<file path="config.mk">
export PLATFORM = sky130hd
export DESIGN_NAME = cidt_core
export DESIGN_NICKNAME = d
export VERILOG_FILES = /design/src/design/cidt_pkg.sv /design/src/design/cidt_core.sv
export SDC_FILE = /design/constraint.sdc
export NUM_CORES = 1
export LEC_CHECK = 0
export BUFFER_PORTS_ARGS = -buffer_cell sky130_fd_sc_hd__buf_4
export CAP_MARGIN = 20
export CELL_PAD_IN_SITES_DETAIL_PLACEMENT = 1
export CELL_PAD_IN_SITES_GLOBAL_PLACEMENT = 2
export CORE_ASPECT_RATIO = 0.5
export CORE_MARGIN = 2
export CORE_UTILIZATION = 26
export CTS_BUF_LIST = sky130_fd_sc_hd__clkbuf_16
export CTS_CLUSTER_SIZE = 10
export DETAILED_ROUTE_END_ITERATION = 12
export PLACE_DENSITY = 0.8
export SETUP_SLACK_MARGIN = 0.15
export SKIP_CTS_REPAIR_TIMING = 1
export SYNTH_ARGS = -nofsm -noshare
export SYNTH_HDL_FRONTEND = slang
export SYNTH_SLANG_ARGS = --single-unit
</file>
<file path="constraint.sdc">
create_clock -name clk_sys -period 2.25 [get_ports clk_sys]
set_input_delay 0.225 -clock clk_sys [delete_from_list [all_inputs] [get_ports clk_sys]]
set_output_delay 0.225 -clock clk_sys [all_outputs]
set_load 0.05 [all_outputs]
</file>
<file path="src/design/cidt_pkg.sv">
// constants and types for the instruction decode and cycle timing block
package cidt_pkg;
    localparam int INSN_W = 14;
    localparam int DATA_W = 8;
    localparam int FADDR_W = 7;
    localparam int BIT_W = 3;
    localparam int PC_W = 15;
    localparam int CLK_PER_CYCLE = 4;
    localparam logic [1:0] PHASE_LAST = 2'(CLK_PER_CYCLE - 1);
    // bit 15 of the indirect pointer marks program memory
    localparam int PTR_W = 16;
    localparam int PTR_PROG_BIT = 15;
    // file address of the indirect access ports (0 and 1)
    localparam logic [6:0] FADDR_INDIRECT0 = 7'h00;
    localparam logic [6:0] FADDR_INDIRECT1 = 7'h01;
    localparam logic [6:0] FADDR_MAX = 7'h7F;
    // field positions
    localparam int F_LSB = 0;
    localparam int D_POS = 7;
    localparam int B_LSB = 7;
    localparam int N_POS = 2;
    localparam int MM_LSB = 0;
    // opcode patterns
    localparam logic [13:0] OP_RETURN = 14'h0008;
    localparam logic [13:0] OP_INT_EXIT = 14'h0009;
    localparam logic [13:0] OP_ENTRY_ACC = 14'h000A;
    localparam logic [13:0] OP_JUMP_ACC = 14'h000B;
    localparam logic [3:0] OP_MOVIW_HI = 4'h0;   // 000000_0001_0nmm, bits 13:4 == 0x001
    localparam logic [9:0] OP_INDMOV = 10'h001;

    typedef enum logic [1:0] {
        CIDT_GRP_BYTE, CIDT_GRP_BIT, CIDT_GRP_LITCTL
    } cidt_group_t;

    typedef enum logic [1:0] {
        CIDT_MM_PREINC, CIDT_MM_PREDEC, CIDT_MM_POSTINC, CIDT_MM_POSTDEC
    } cidt_mm_t;
endpackage

</file>
<file path="src/design/cidt_core.sv">
// decode and cycle timing of 14-bit instruction words
`timescale 1ns/1ns
// Notes on behaviour
// - every instruction is one 14-bit word holding opcode and all operands.
// - opcodes are classed as byte-oriented, bit-oriented or literal-and-control.
// - an instruction not listed as an exception completes in one instruction cycle.
// - both subroutine entries, direct and via accumulator, take two cycles.
// - subroutine return, return with literal and interrupt exit take two cycles.
// - absolute, relative and accumulator jumps take two; bit-test and inc/dec skips take two only when the skip is taken.
// - an indirect access whose pointer points at program memory adds one cycle.
// - one instruction cycle spans four oscillator clocks.
// - a write that names a file register is a read-modify-write of that register.
// - destination bit clear sends the result to the accumulator, set to the register.
// - the file address operand spans 0x00 to 0x7F within a bank.
// - the bit operand selects one of eight bits of a file register.
// - don't-care positions of the word never change execution.
// - the pointer selector operand picks pointer pair zero or one.
// - the two-bit mode picks pre/post increment/decrement of the pointer.
// - the literal operand carries an immediate constant or a program target.
module cidt_core
    import cidt_pkg::*;
(
    input wire logic clk_sys, // oscillator clock
    input wire logic arst_n, // async reset, active low
    input wire logic [13:0] insn_word, // word from program memory
    input wire logic insn_valid, // word present on insn_word
    input wire logic [15:0] ptr0, // indirect_pointer 0
    input wire logic [15:0] ptr1, // indirect_pointer 1
    input wire logic skip_taken, // skip condition met in execute
    output logic insn_fetch, // take the word this clock
    output logic cycle_end, // last clock of an instruction cycle
    output logic exec_strobe, // operation executes this clock
    output logic [1:0] group, // decoded opcode group
    output logic [6:0] f_addr, // file register address
    output logic [2:0] bit_sel, // bit position
    output logic [7:0] bit_mask, // one-hot bit mask
    output logic dest_file, // result to file register
    output logic rmw_read, // read phase of read-modify-write
    output logic rmw_write, // write-back phase
    output logic acc_write, // result to accumulator
    output logic [10:0] lit_k, // literal or target field
    output logic ptr_sel, // pointer pair selection
    output logic [1:0] ptr_mode, // pre/post inc/dec mode
    output logic ptr_update, // adjust selected pointer now
    output logic [1:0] insn_cycles, // cycles decoded at fetch, without the extra cycle of a taken skip
    output logic nop_cycle, // inserted no-operation cycle
    output logic flush // discard prefetched word
);
    // ----------------------------------------------------------------
    // clock phase divider
    // ----------------------------------------------------------------
    logic [1:0] phase_q;
    always_ff @(posedge clk_sys or negedge arst_n) begin
        if (!arst_n) begin
            phase_q <= 2'h0;
        end else begin
            phase_q <= phase_q + 2'h1;
        end
    end
    logic phase_end;
    assign phase_end = (phase_q == PHASE_LAST);

    // ----------------------------------------------------------------
    // sequencer
    // ----------------------------------------------------------------
    typedef enum logic [1:0] {ST_IDLE, ST_EXEC, ST_EXTRA} cidt_state_t;
    cidt_state_t state_q;
    logic [13:0] ir_q;
    logic [1:0] left_q;
    logic [1:0] total_q;
    logic [1:0] need_d;

    // decode of the word being fetched
    logic [13:0] w;
    logic is_entry;
    logic is_entry_acc;
    logic is_abs_jump;
    logic is_rel_jump;
    logic is_acc_jump;
    logic is_sub_exit;
    logic is_lit_exit;
    logic is_int_exit;
    logic is_bit_skip;
    logic is_file_skip;
    logic is_ind_move;
    logic is_byte_form;
    logic is_byte_group;
    logic is_bit_form;
    logic names_port;
    logic uses_port;
    logic port_sel;
    logic ind_prog;
    logic is_skip_q;
    logic skip_now;
    logic [7:0] mask_d;
    logic [10:0] lit_d;
    assign w = insn_word;

    // ----------------------------------------------------------------
    // opcode classes
    // ----------------------------------------------------------------
    assign is_entry = (w[13:11] == 3'b100);
    assign is_entry_acc = (w == OP_ENTRY_ACC);
    assign is_abs_jump = (w[13:11] == 3'b101);
    assign is_rel_jump = (w[13:9] == 5'b11001);
    assign is_acc_jump = (w == OP_JUMP_ACC);
    assign is_sub_exit = (w == OP_RETURN);
    assign is_lit_exit = (w[13:8] == 6'b110100);
    assign is_int_exit = (w == OP_INT_EXIT);
    // bit-test skips, skip if bit clear and skip if bit set
    assign is_bit_skip = (w[13:11] == 3'b011);
    assign is_file_skip = (w[13:8] == 6'b001011) || (w[13:8] == 6'b001111);
    assign is_ind_move = (w[13:4] == OP_INDMOV);

    // byte and bit forms carry a file address in the low seven bits
    assign is_bit_form = (w[13:12] == 2'b01);
    assign is_byte_form = (w[13:12] == 2'b00) && (w[13:7] != 7'h00);
    // control forms with a zero upper byte stay out of the byte group
    assign is_byte_group = (w[13:12] == 2'b00) && (w[13:8] != 6'h00);

    // indirect access ports sit at file addresses 0 and 1
    assign names_port = (w[6:0] == FADDR_INDIRECT0) || (w[6:0] == FADDR_INDIRECT1);
    assign uses_port = is_ind_move || ((is_byte_form || is_bit_form) && names_port);
    assign port_sel = is_ind_move ? w[N_POS] : w[F_LSB];
    assign ind_prog = port_sel ? ptr1[PTR_PROG_BIT] : ptr0[PTR_PROG_BIT];

    // ----------------------------------------------------------------
    // cycles needed
    // ----------------------------------------------------------------
    always_comb begin
        need_d = 2'h1;
        if (is_entry || is_entry_acc) begin
            need_d = 2'h2;
        end
        if (is_sub_exit || is_lit_exit || is_int_exit) begin
            need_d = 2'h2;
        end
        if (is_abs_jump || is_rel_jump || is_acc_jump) begin
            need_d = 2'h2;
        end
        // skips take their second cycle only when the skip is taken
        if (uses_port && ind_prog) begin
            need_d = need_d + 2'h1;
        end
    end

    // a taken skip squashes the next word, so no fetch may close that cycle
    assign skip_now = (state_q == ST_EXEC) && is_skip_q && skip_taken;
    assign insn_fetch = phase_end && insn_valid && !skip_now
        && (state_q == ST_IDLE || left_q == 2'h1);

    // ----------------------------------------------------------------
    // sequencer state
    // ----------------------------------------------------------------
    always_ff @(posedge clk_sys or negedge arst_n) begin
        if (!arst_n) begin
            state_q <= ST_IDLE;
            left_q <= 2'h0;
        end else if (phase_end) begin
            if (insn_fetch) begin
                state_q <= ST_EXEC;
                left_q <= need_d;
            end else if (skip_now) begin
                // one inserted cycle on top of what is still owed
                state_q <= ST_EXTRA;
                left_q <= left_q;
            end else if (left_q > 2'h1) begin
                state_q <= ST_EXTRA;
                left_q <= left_q - 2'h1;
            end else begin
                state_q <= ST_IDLE;
                left_q <= 2'h0;
            end
        end
    end

    // cycle count reported for the instruction in flight
    always_ff @(posedge clk_sys or negedge arst_n) begin
        if (!arst_n) begin
            total_q <= 2'h0;
        end else if (insn_fetch) begin
            total_q <= need_d;
        end
    end

    // ----------------------------------------------------------------
    // word capture
    // ----------------------------------------------------------------
    always_ff @(posedge clk_sys or negedge arst_n) begin
        if (!arst_n) begin
            ir_q <= 14'h0000;
        end else if (insn_fetch) begin
            ir_q <= insn_word;
        end
    end

    always_ff @(posedge clk_sys or negedge arst_n) begin
        if (!arst_n) begin
            is_skip_q <= 1'b0;
        end else if (insn_fetch) begin
            is_skip_q <= is_bit_skip || is_file_skip;
        end
    end

    // ----------------------------------------------------------------
    // timing outputs
    // ----------------------------------------------------------------
    logic exec_now;
    assign exec_now = (state_q == ST_EXEC) && (left_q == total_q);
    assign nop_cycle = (state_q == ST_EXTRA);
    assign cycle_end = phase_end;
    assign insn_cycles = total_q;
    // flush lands on the first clock of each inserted cycle
    assign flush = nop_cycle && phase_q == 2'h0;

    // ----------------------------------------------------------------
    // operand fields of the held word
    // ----------------------------------------------------------------
    always_ff @(posedge clk_sys or negedge arst_n) begin
        if (!arst_n) begin
            group <= CIDT_GRP_BYTE;
        end else if (insn_fetch) begin
            if (is_bit_form) begin
                group <= CIDT_GRP_BIT;
            end else if (is_byte_group) begin
                group <= CIDT_GRP_BYTE;
            end else begin
                group <= CIDT_GRP_LITCTL;
            end
        end
    end

    always_ff @(posedge clk_sys or negedge arst_n) begin
        if (!arst_n) begin
            f_addr <= 7'h00;
        end else if (insn_fetch) begin
            f_addr <= w[6:0] & FADDR_MAX;
        end
    end

    always_ff @(posedge clk_sys or negedge arst_n) begin
        if (!arst_n) begin
            bit_sel <= 3'h0;
        end else if (insn_fetch) begin
            bit_sel <= w[9:7];
        end
    end

    // one decoder per bit of the file register
    for (genvar gi = 0; gi < DATA_W; gi++) begin : g_mask
        assign mask_d[gi] = (w[9:7] == 3'(gi));
    end
    always_ff @(posedge clk_sys or negedge arst_n) begin
        if (!arst_n) begin
            bit_mask <= 8'h00;
        end else if (insn_fetch) begin
            bit_mask <= mask_d;
        end
    end

    always_ff @(posedge clk_sys or negedge arst_n) begin
        if (!arst_n) begin
            dest_file <= 1'b0;
        end else if (insn_fetch) begin
            dest_file <= w[D_POS];
        end
    end

    // short literals leave the upper bits clear whatever the word holds there
    always_comb begin
        lit_d = {3'b000, w[7:0]};
        if (is_entry || is_abs_jump) begin
            lit_d = w[10:0];
        end else if (is_rel_jump) begin
            lit_d = {2'b00, w[8:0]};
        end
    end
    always_ff @(posedge clk_sys or negedge arst_n) begin
        if (!arst_n) begin
            lit_k <= 11'h000;
        end else if (insn_fetch) begin
            lit_k <= lit_d;
        end
    end

    always_ff @(posedge clk_sys or negedge arst_n) begin
        if (!arst_n) begin
            ptr_sel <= 1'b0;
        end else if (insn_fetch) begin
            ptr_sel <= port_sel;
        end
    end

    always_ff @(posedge clk_sys or negedge arst_n) begin
        if (!arst_n) begin
            ptr_mode <= 2'h0;
        end else if (insn_fetch) begin
            ptr_mode <= w[1:0];
        end
    end

    // ----------------------------------------------------------------
    // execution strobes, only in the first cycle
    // ----------------------------------------------------------------
    logic byte_wr;
    assign byte_wr = (group == CIDT_GRP_BYTE) || (group == CIDT_GRP_BIT && ir_q[11] == 1'b0);
    assign exec_strobe = exec_now && phase_end;
    assign rmw_read = exec_now && byte_wr && phase_q == 2'h1;
    assign rmw_write = exec_now && byte_wr && phase_end && (dest_file || group == CIDT_GRP_BIT);
    assign acc_write = exec_now && phase_end && group == CIDT_GRP_BYTE && !dest_file;
    assign ptr_update = exec_now && phase_end && ir_q[13:4] == OP_INDMOV;
endmodule // cidt_core

</file>
# --- After elaboration in Yosys (flattened, before gate mapping) ---
# Cells that the tools add are included.
op_classes:
  addsub: 3
  n_lt_le_gt_ge: 1
  eq_ne: 30
  mux: 16
  bitwise: 1
  n_reduce_logical: 45
ops:
  columns: ["operator", "count"]
  rows:
  - ["== test 14 x 4 -> 1 bit (second input constant)", 4]
  - ["two-way mux 2 bit", 12]
  - ["== test 10 x 1 -> 1 bit (second input constant)", 2]
  - ["logical AND 1 bit", 20]
  - ["== test 3 bit (second input constant)", 6]
  - ["logical OR 1 bit", 14]
  - ["== test 6 x 4 -> 1 bit (second input constant)", 2]
  - ["two-way mux 11 bit", 1]
  - ["== test 2 x 1 -> 1 bit (second input constant)", 5]
  - ["== test 3 x 2 -> 1 bit (second input constant)", 3]
  - ["two-way mux 9 bit", 1]
  - ["zero test 2 bit", 4]
  - ["== test 7 x 1 -> 1 bit (second input constant)", 1]
  - ["zero test 7 bit", 1]
  - ["nonzero test 7 bit", 1]
  - ["== test 6 bit (second input constant)", 1]
  - ["nonzero test 6 bit", 1]
  - ["== test 5 bit (second input constant)", 1]
  - ["adder 2 x 1 -> 2 bit (second input constant)", 2]
  - ["== test 2 bit (second input constant)", 2]
  - ["== test 3 x 1 -> 1 bit (second input constant)", 1]
  - ["zero test 3 bit", 1]
  - ["== test 2 bit", 1]
  - ["greater-than comparator 2 x 1 -> 1 bit (second input constant)", 1]
  - ["other kinds (6)", 8]
totals:
  regBits: 58
  input_bits: 50
  out_inout_bits: 46
  elab_cells: 110

# --- Depth between registers and ports, before layout ---
depth:
  word_depth: 8
  ltp_mapped: 6
  mapped_depth_nobuf: 5

# --- Worst setup path after synthesis ---
# Ideal clock, no wire load.
synth_timing:
  path_type: "register to output"
  start: "reg total_q[0], in the netlist insn_cycles[0]"
  end: "out acc_write"
  arrival_time_ns: 2.592
  required_time_ns: 2.025
  setup_slack_ns: -0.567
  path_stages_with_launch: 5
  path_cell_list: "dfrtp_1 > xor2_1 > nor3_1 > nand2_1 > nor4_1"
synth_via:
  elab_chain_len: 5
synth_rtl:
  columns: ["element", "line", "text"]
  rows:
  - ["start: declaration", "cidt_core.sv:70", "logic [1:0] total_q;"]
  - ["start signal: assignment", "cidt_core.sv:182", "total_q <= need_d;"]
  - ["== test 2 bit", "cidt_core.sv:209", "assign exec_now = (state_q == ST_EXEC) && (left_q == total_q);"]
  - ["logical AND 1 bit", "cidt_core.sv:209", null]
  - ["logical AND 1 bit (3 in a row)", "cidt_core.sv:310", "assign acc_write = exec_now && phase_end && group == CIDT_GRP_BYTE && !dest_file;"]
  - ["end: declaration", "cidt_core.sv:40", "output logic acc_write,"]
# No other way between the ends.

# --- Final worst setup path ---
layout_timing:
  start: "reg state_q[1]"
  end: "out insn_fetch"
layout_via:
  elab_chain_len: 6
  word_cells_on_any_way: 8
  classes_between: "eq/ne: 1; reduce/logical: 7"
layout_rtl:
  columns: ["element", "line", "text"]
  rows:
  - ["start: declaration", "cidt_core.sv:67", "cidt_state_t state_q;"]
  - ["start signal: assignment", "cidt_core.sv:157", "state_q <= ST_IDLE;"]
  - ["start signal: assignment", "cidt_core.sv:161", "state_q <= ST_EXEC;"]
  - ["start signal: assignment", "cidt_core.sv:165", "state_q <= ST_EXTRA;"]
  - ["== test 2 x 1 -> 1 bit", "cidt_core.sv:148", "assign skip_now = (state_q == ST_EXEC) && is_skip_q && skip_taken;"]
  - ["logical AND 1 bit (2 in a row)", "cidt_core.sv:148", null]
  - ["zero test 1 bit", "cidt_core.sv:149", "assign insn_fetch = phase_end && insn_valid && !skip_now"]
  - ["logical AND 1 bit", "cidt_core.sv:149", null]
  - ["logical AND 1 bit *", "cidt_core.sv:150", "&& (state_q == ST_IDLE || left_q == 2'h1);"]
  - ["end: declaration", "cidt_core.sv:30", "output logic insn_fetch,"]
# Mark *: on every way between the ends. The rest lies on a longest branch, timed or not.

==> flow_summary_export.csv <==
group,metric,value,unit
status,outcome,"completed",
drt,initialDrtViolationCount,67,
hold_path,min_to,"ir_q[4]$_DFFE_PN0P_",
synthesis,ys_seq_area_share,46.5,%
layout,final_nets,306,
synthesis,ys_ff_latch,37,
synthesis,async_flop_share,100,%
drt,drc_errors,0,
timing,relSlewSlack,58.9,%
setup_path,cp-start-kind,"flip-flop",
die,die_h,65.9,um
timing,fin_worst_skew,0.00300,ns
setup_path,reg2reg_depth,6,
drt,final_antenna_net_count,0,
die,dieArea,8410,um2
drt,routed_wl,5130,um
synthesis,syn_nets,251,
hold_path,hold_class,"in -> reg",
timing,hold_viol,0,
timing,hold_ws,0.200,ns
drt,routed_via_density,4.49,
synthesis,ys_top_cells_by_area,"dfrtp_1, buf_4, mux2_2",
clock_tree,insertion_delay,0.28,ns
placed_design,port-buffer-count,65,
timing,grt_setup_unrepaired,"yes",
timing,setup_viol,0,
setup_path,slowest_delay,0.40,ns
layout,post-route-util,35.9,%
setup_path,critPathBufInv,3,
synthesis,yosysTopAreaCellShare,46.5,%
clock_tree,htreeDepth,2,
synthesis,syn_area_per_cell,10.1,um2
timing,tns,0,ns
timing,min_period,2.06,ns
grt,track_usage,12.3,%
grt,grt_pass1_wl,7940,um
clock_tree,clk_pin_slew,0.05,ns
setup_path,reg2reg_to,"left_q[0]$_DFFE_PN0P_",
synthesis,synth_cells,198,
setup_path,crit_type,"reg -> out",
synthesis,ys_types,40,
setup_path,r2r_start,"phase_q[0]$_DFF_PN0_",
timing,slew_violations,0,
clock_tree,clockBufferDepth,2,
synthesis,ys.flop_type,"dfrtp_1",
setup_path,arrival,1.84,ns
setup_path,crit_path_end_kind,"output pin",
die,row_count,22,
clock_tree,cts-root-buf,"clkbuf_16",
grt,overflow,0,
timing,fmax,485,MHz
layout,diodes,0,
hold_path,worstHoldStart,"insn_word[4]",
layout,final_common_cell,"buf_4",
setup_path,r2r_slack,0.41,ns
synthesis,yosysTopAreaCell,"dfrtp_1",
synthesis,synth_area,1990,um2
drt,num_vias,1573,
setup_path,crit_family,"compound AO/OA/AOI/OAI gates",
clock_tree,cts_tree,"done",
die,die_w,128,um
placed_design,gp_congestion,0.726,
run,drv_cap,0,
setup_path,slowest_stage,"dfrtp_1",
placed_design,dp_slack,0.323,ns
grt,antenna_found_initial,0,
pwr,cellLeakagePower,1.26,nW
hold_path,hold_depth,2,
die,ioPinCount,96,
pwr,vdd_drop_max,0.305,mV
clock_tree,clock_sinks,37,
timing,fin_ws,0.188,ns
die,initial_core_util,27.0,%
pwr,power,0.00296,W
setup_path,critPathRequiredTime,2.03,ns
grt,grt_max_degree,38,
layout,area_growth,33.2,%
synthesis,synth-edff-count,0,
drt,wl_per_cell,14.7,um
clock_tree,cts_buffers,5,
setup_path,path_max_fanout,15,
layout,drive_above_1_share,41.7,%
timing,worst_pin_slew,0.608,ns
die,core_area,7380,um2
layout,final_cell_mix,"buf_4, dfrtp_1, nand2_1",
synthesis,yosys_warnings,0,
placed_design,hpwl,3780,um
drt,first_pass_iters,4,
grt,grt_pass1_vias,1589,
pwr,p_per_area,1120,nW/um2
setup_path,cp_cell_sequence,"nand2b_1 -> o21a_2 -> o211ai_4 -> buf_6 -> inv_1 -> buf_4",
timing,period_share,91.6,%
## routing by layer
metal  vias to the layer above  share of wire [%]  track usage, %
met4                         0                1.4            4.12
li1                        770                  -               -
met5                         -                  0               0
met1                       774                 46            15.4
met3                         7                2.9            3.16
met2                        22                 50            20.9
## per-stage QoR
step	area, um2	cells
after CTS	2570	341
after global routing	2650	350
after detailed placement	2430	333
final	2650	350
after global placement	2430	333
after floorplan	2000	198
## worst max-delay path by stage
stage                                     from             endpoint  slack [ns]  cells after the start
global route            state_q[1]$_DFFE_PN0P_           insn_fetch         0.1                      6
finish                  state_q[1]$_DFFE_PN0P_           insn_fetch        0.19                      6
CTS                      left_q[0]$_DFFE_PN0P_           insn_fetch        0.03                      5
detailed placement       left_q[0]$_DFFE_PN0P_  ir_q[9]$_DFFE_PN0P_        0.32                      4
floorplan           insn_cycles[0]$_DFFE_PN0P_            acc_write      0.0002                      4
global placement         left_q[0]$_DFFE_PN0P_  ir_q[9]$_DFFE_PN0P_        0.35                      4
## synth_stat cells (2+ instances only)
cell type	count
nand3_1	2
xor2_1	2
dfrtp_1	37
ha_1	3
nand2_1	30
o41ai_1	2
buf_2	3
clkbuf_1	4
buf_6	3
mux2i_1	3
nor4_4	2
o31ai_1	3
nor4b_1	2
nor4_1	3
o21ai_0	16
a21oi_1	6
nor2_1	7
nand2b_1	3
buf_4	20
nor2b_1	2
inv_1	9
a21o_1	2
mux2_2	13
nor3_1	5
## logic make-up (layout without fill, tap and decap cells)
family | Yosys count | after routing | synth area share (%)
xor gates and xnor gates | 2 | 2 | 0.880
adders and majority gates | 3 | 3 | 1.89
and+or+nand+nor | 64 | 64 | 17.7
muxes | 16 | 16 | 8.86
buffers and inverters | 39 | 95 | 12.4
DFF | 37 | 37 | 46.5
AOI/OAI and AO/OA | 37 | 37 | 11.7
## layout make-up
cell class / count / area, um2
clock buffers: 5 / 125
clock inverters: 3 / 12.5
fillers: 842 / 4730
inverters: 9 / 33.8
multi-input cells: 122 / 842
flip-flops and latches: 37 / 926
well taps: 96 / 120
repair buffers: 78 / 592
## power by group
group	total, W	switching, W	internal (W)	leakage, nW
registers	0.000973	0.000148	0.000825	0.463
clock network	0.000666	0.000265	0.000400	0.0687
logic	0.00132	0.000921	0.000401	0.727
## state kept, by name (all words and copies together) (netlist names)
| signal | flops |
|---|---|
| is_skip_q | 1 |
| left_q | 2 |
| lit_k | 3 |
| group | 2 |
| insn_cycles | 2 |
| state_q | 2 |
| phase_q | 2 |
| bit_mask | 8 |
| ptr_sel | 1 |
| ir_q | 14 |
Note: power is estimated with default switching activity, not from simulation.
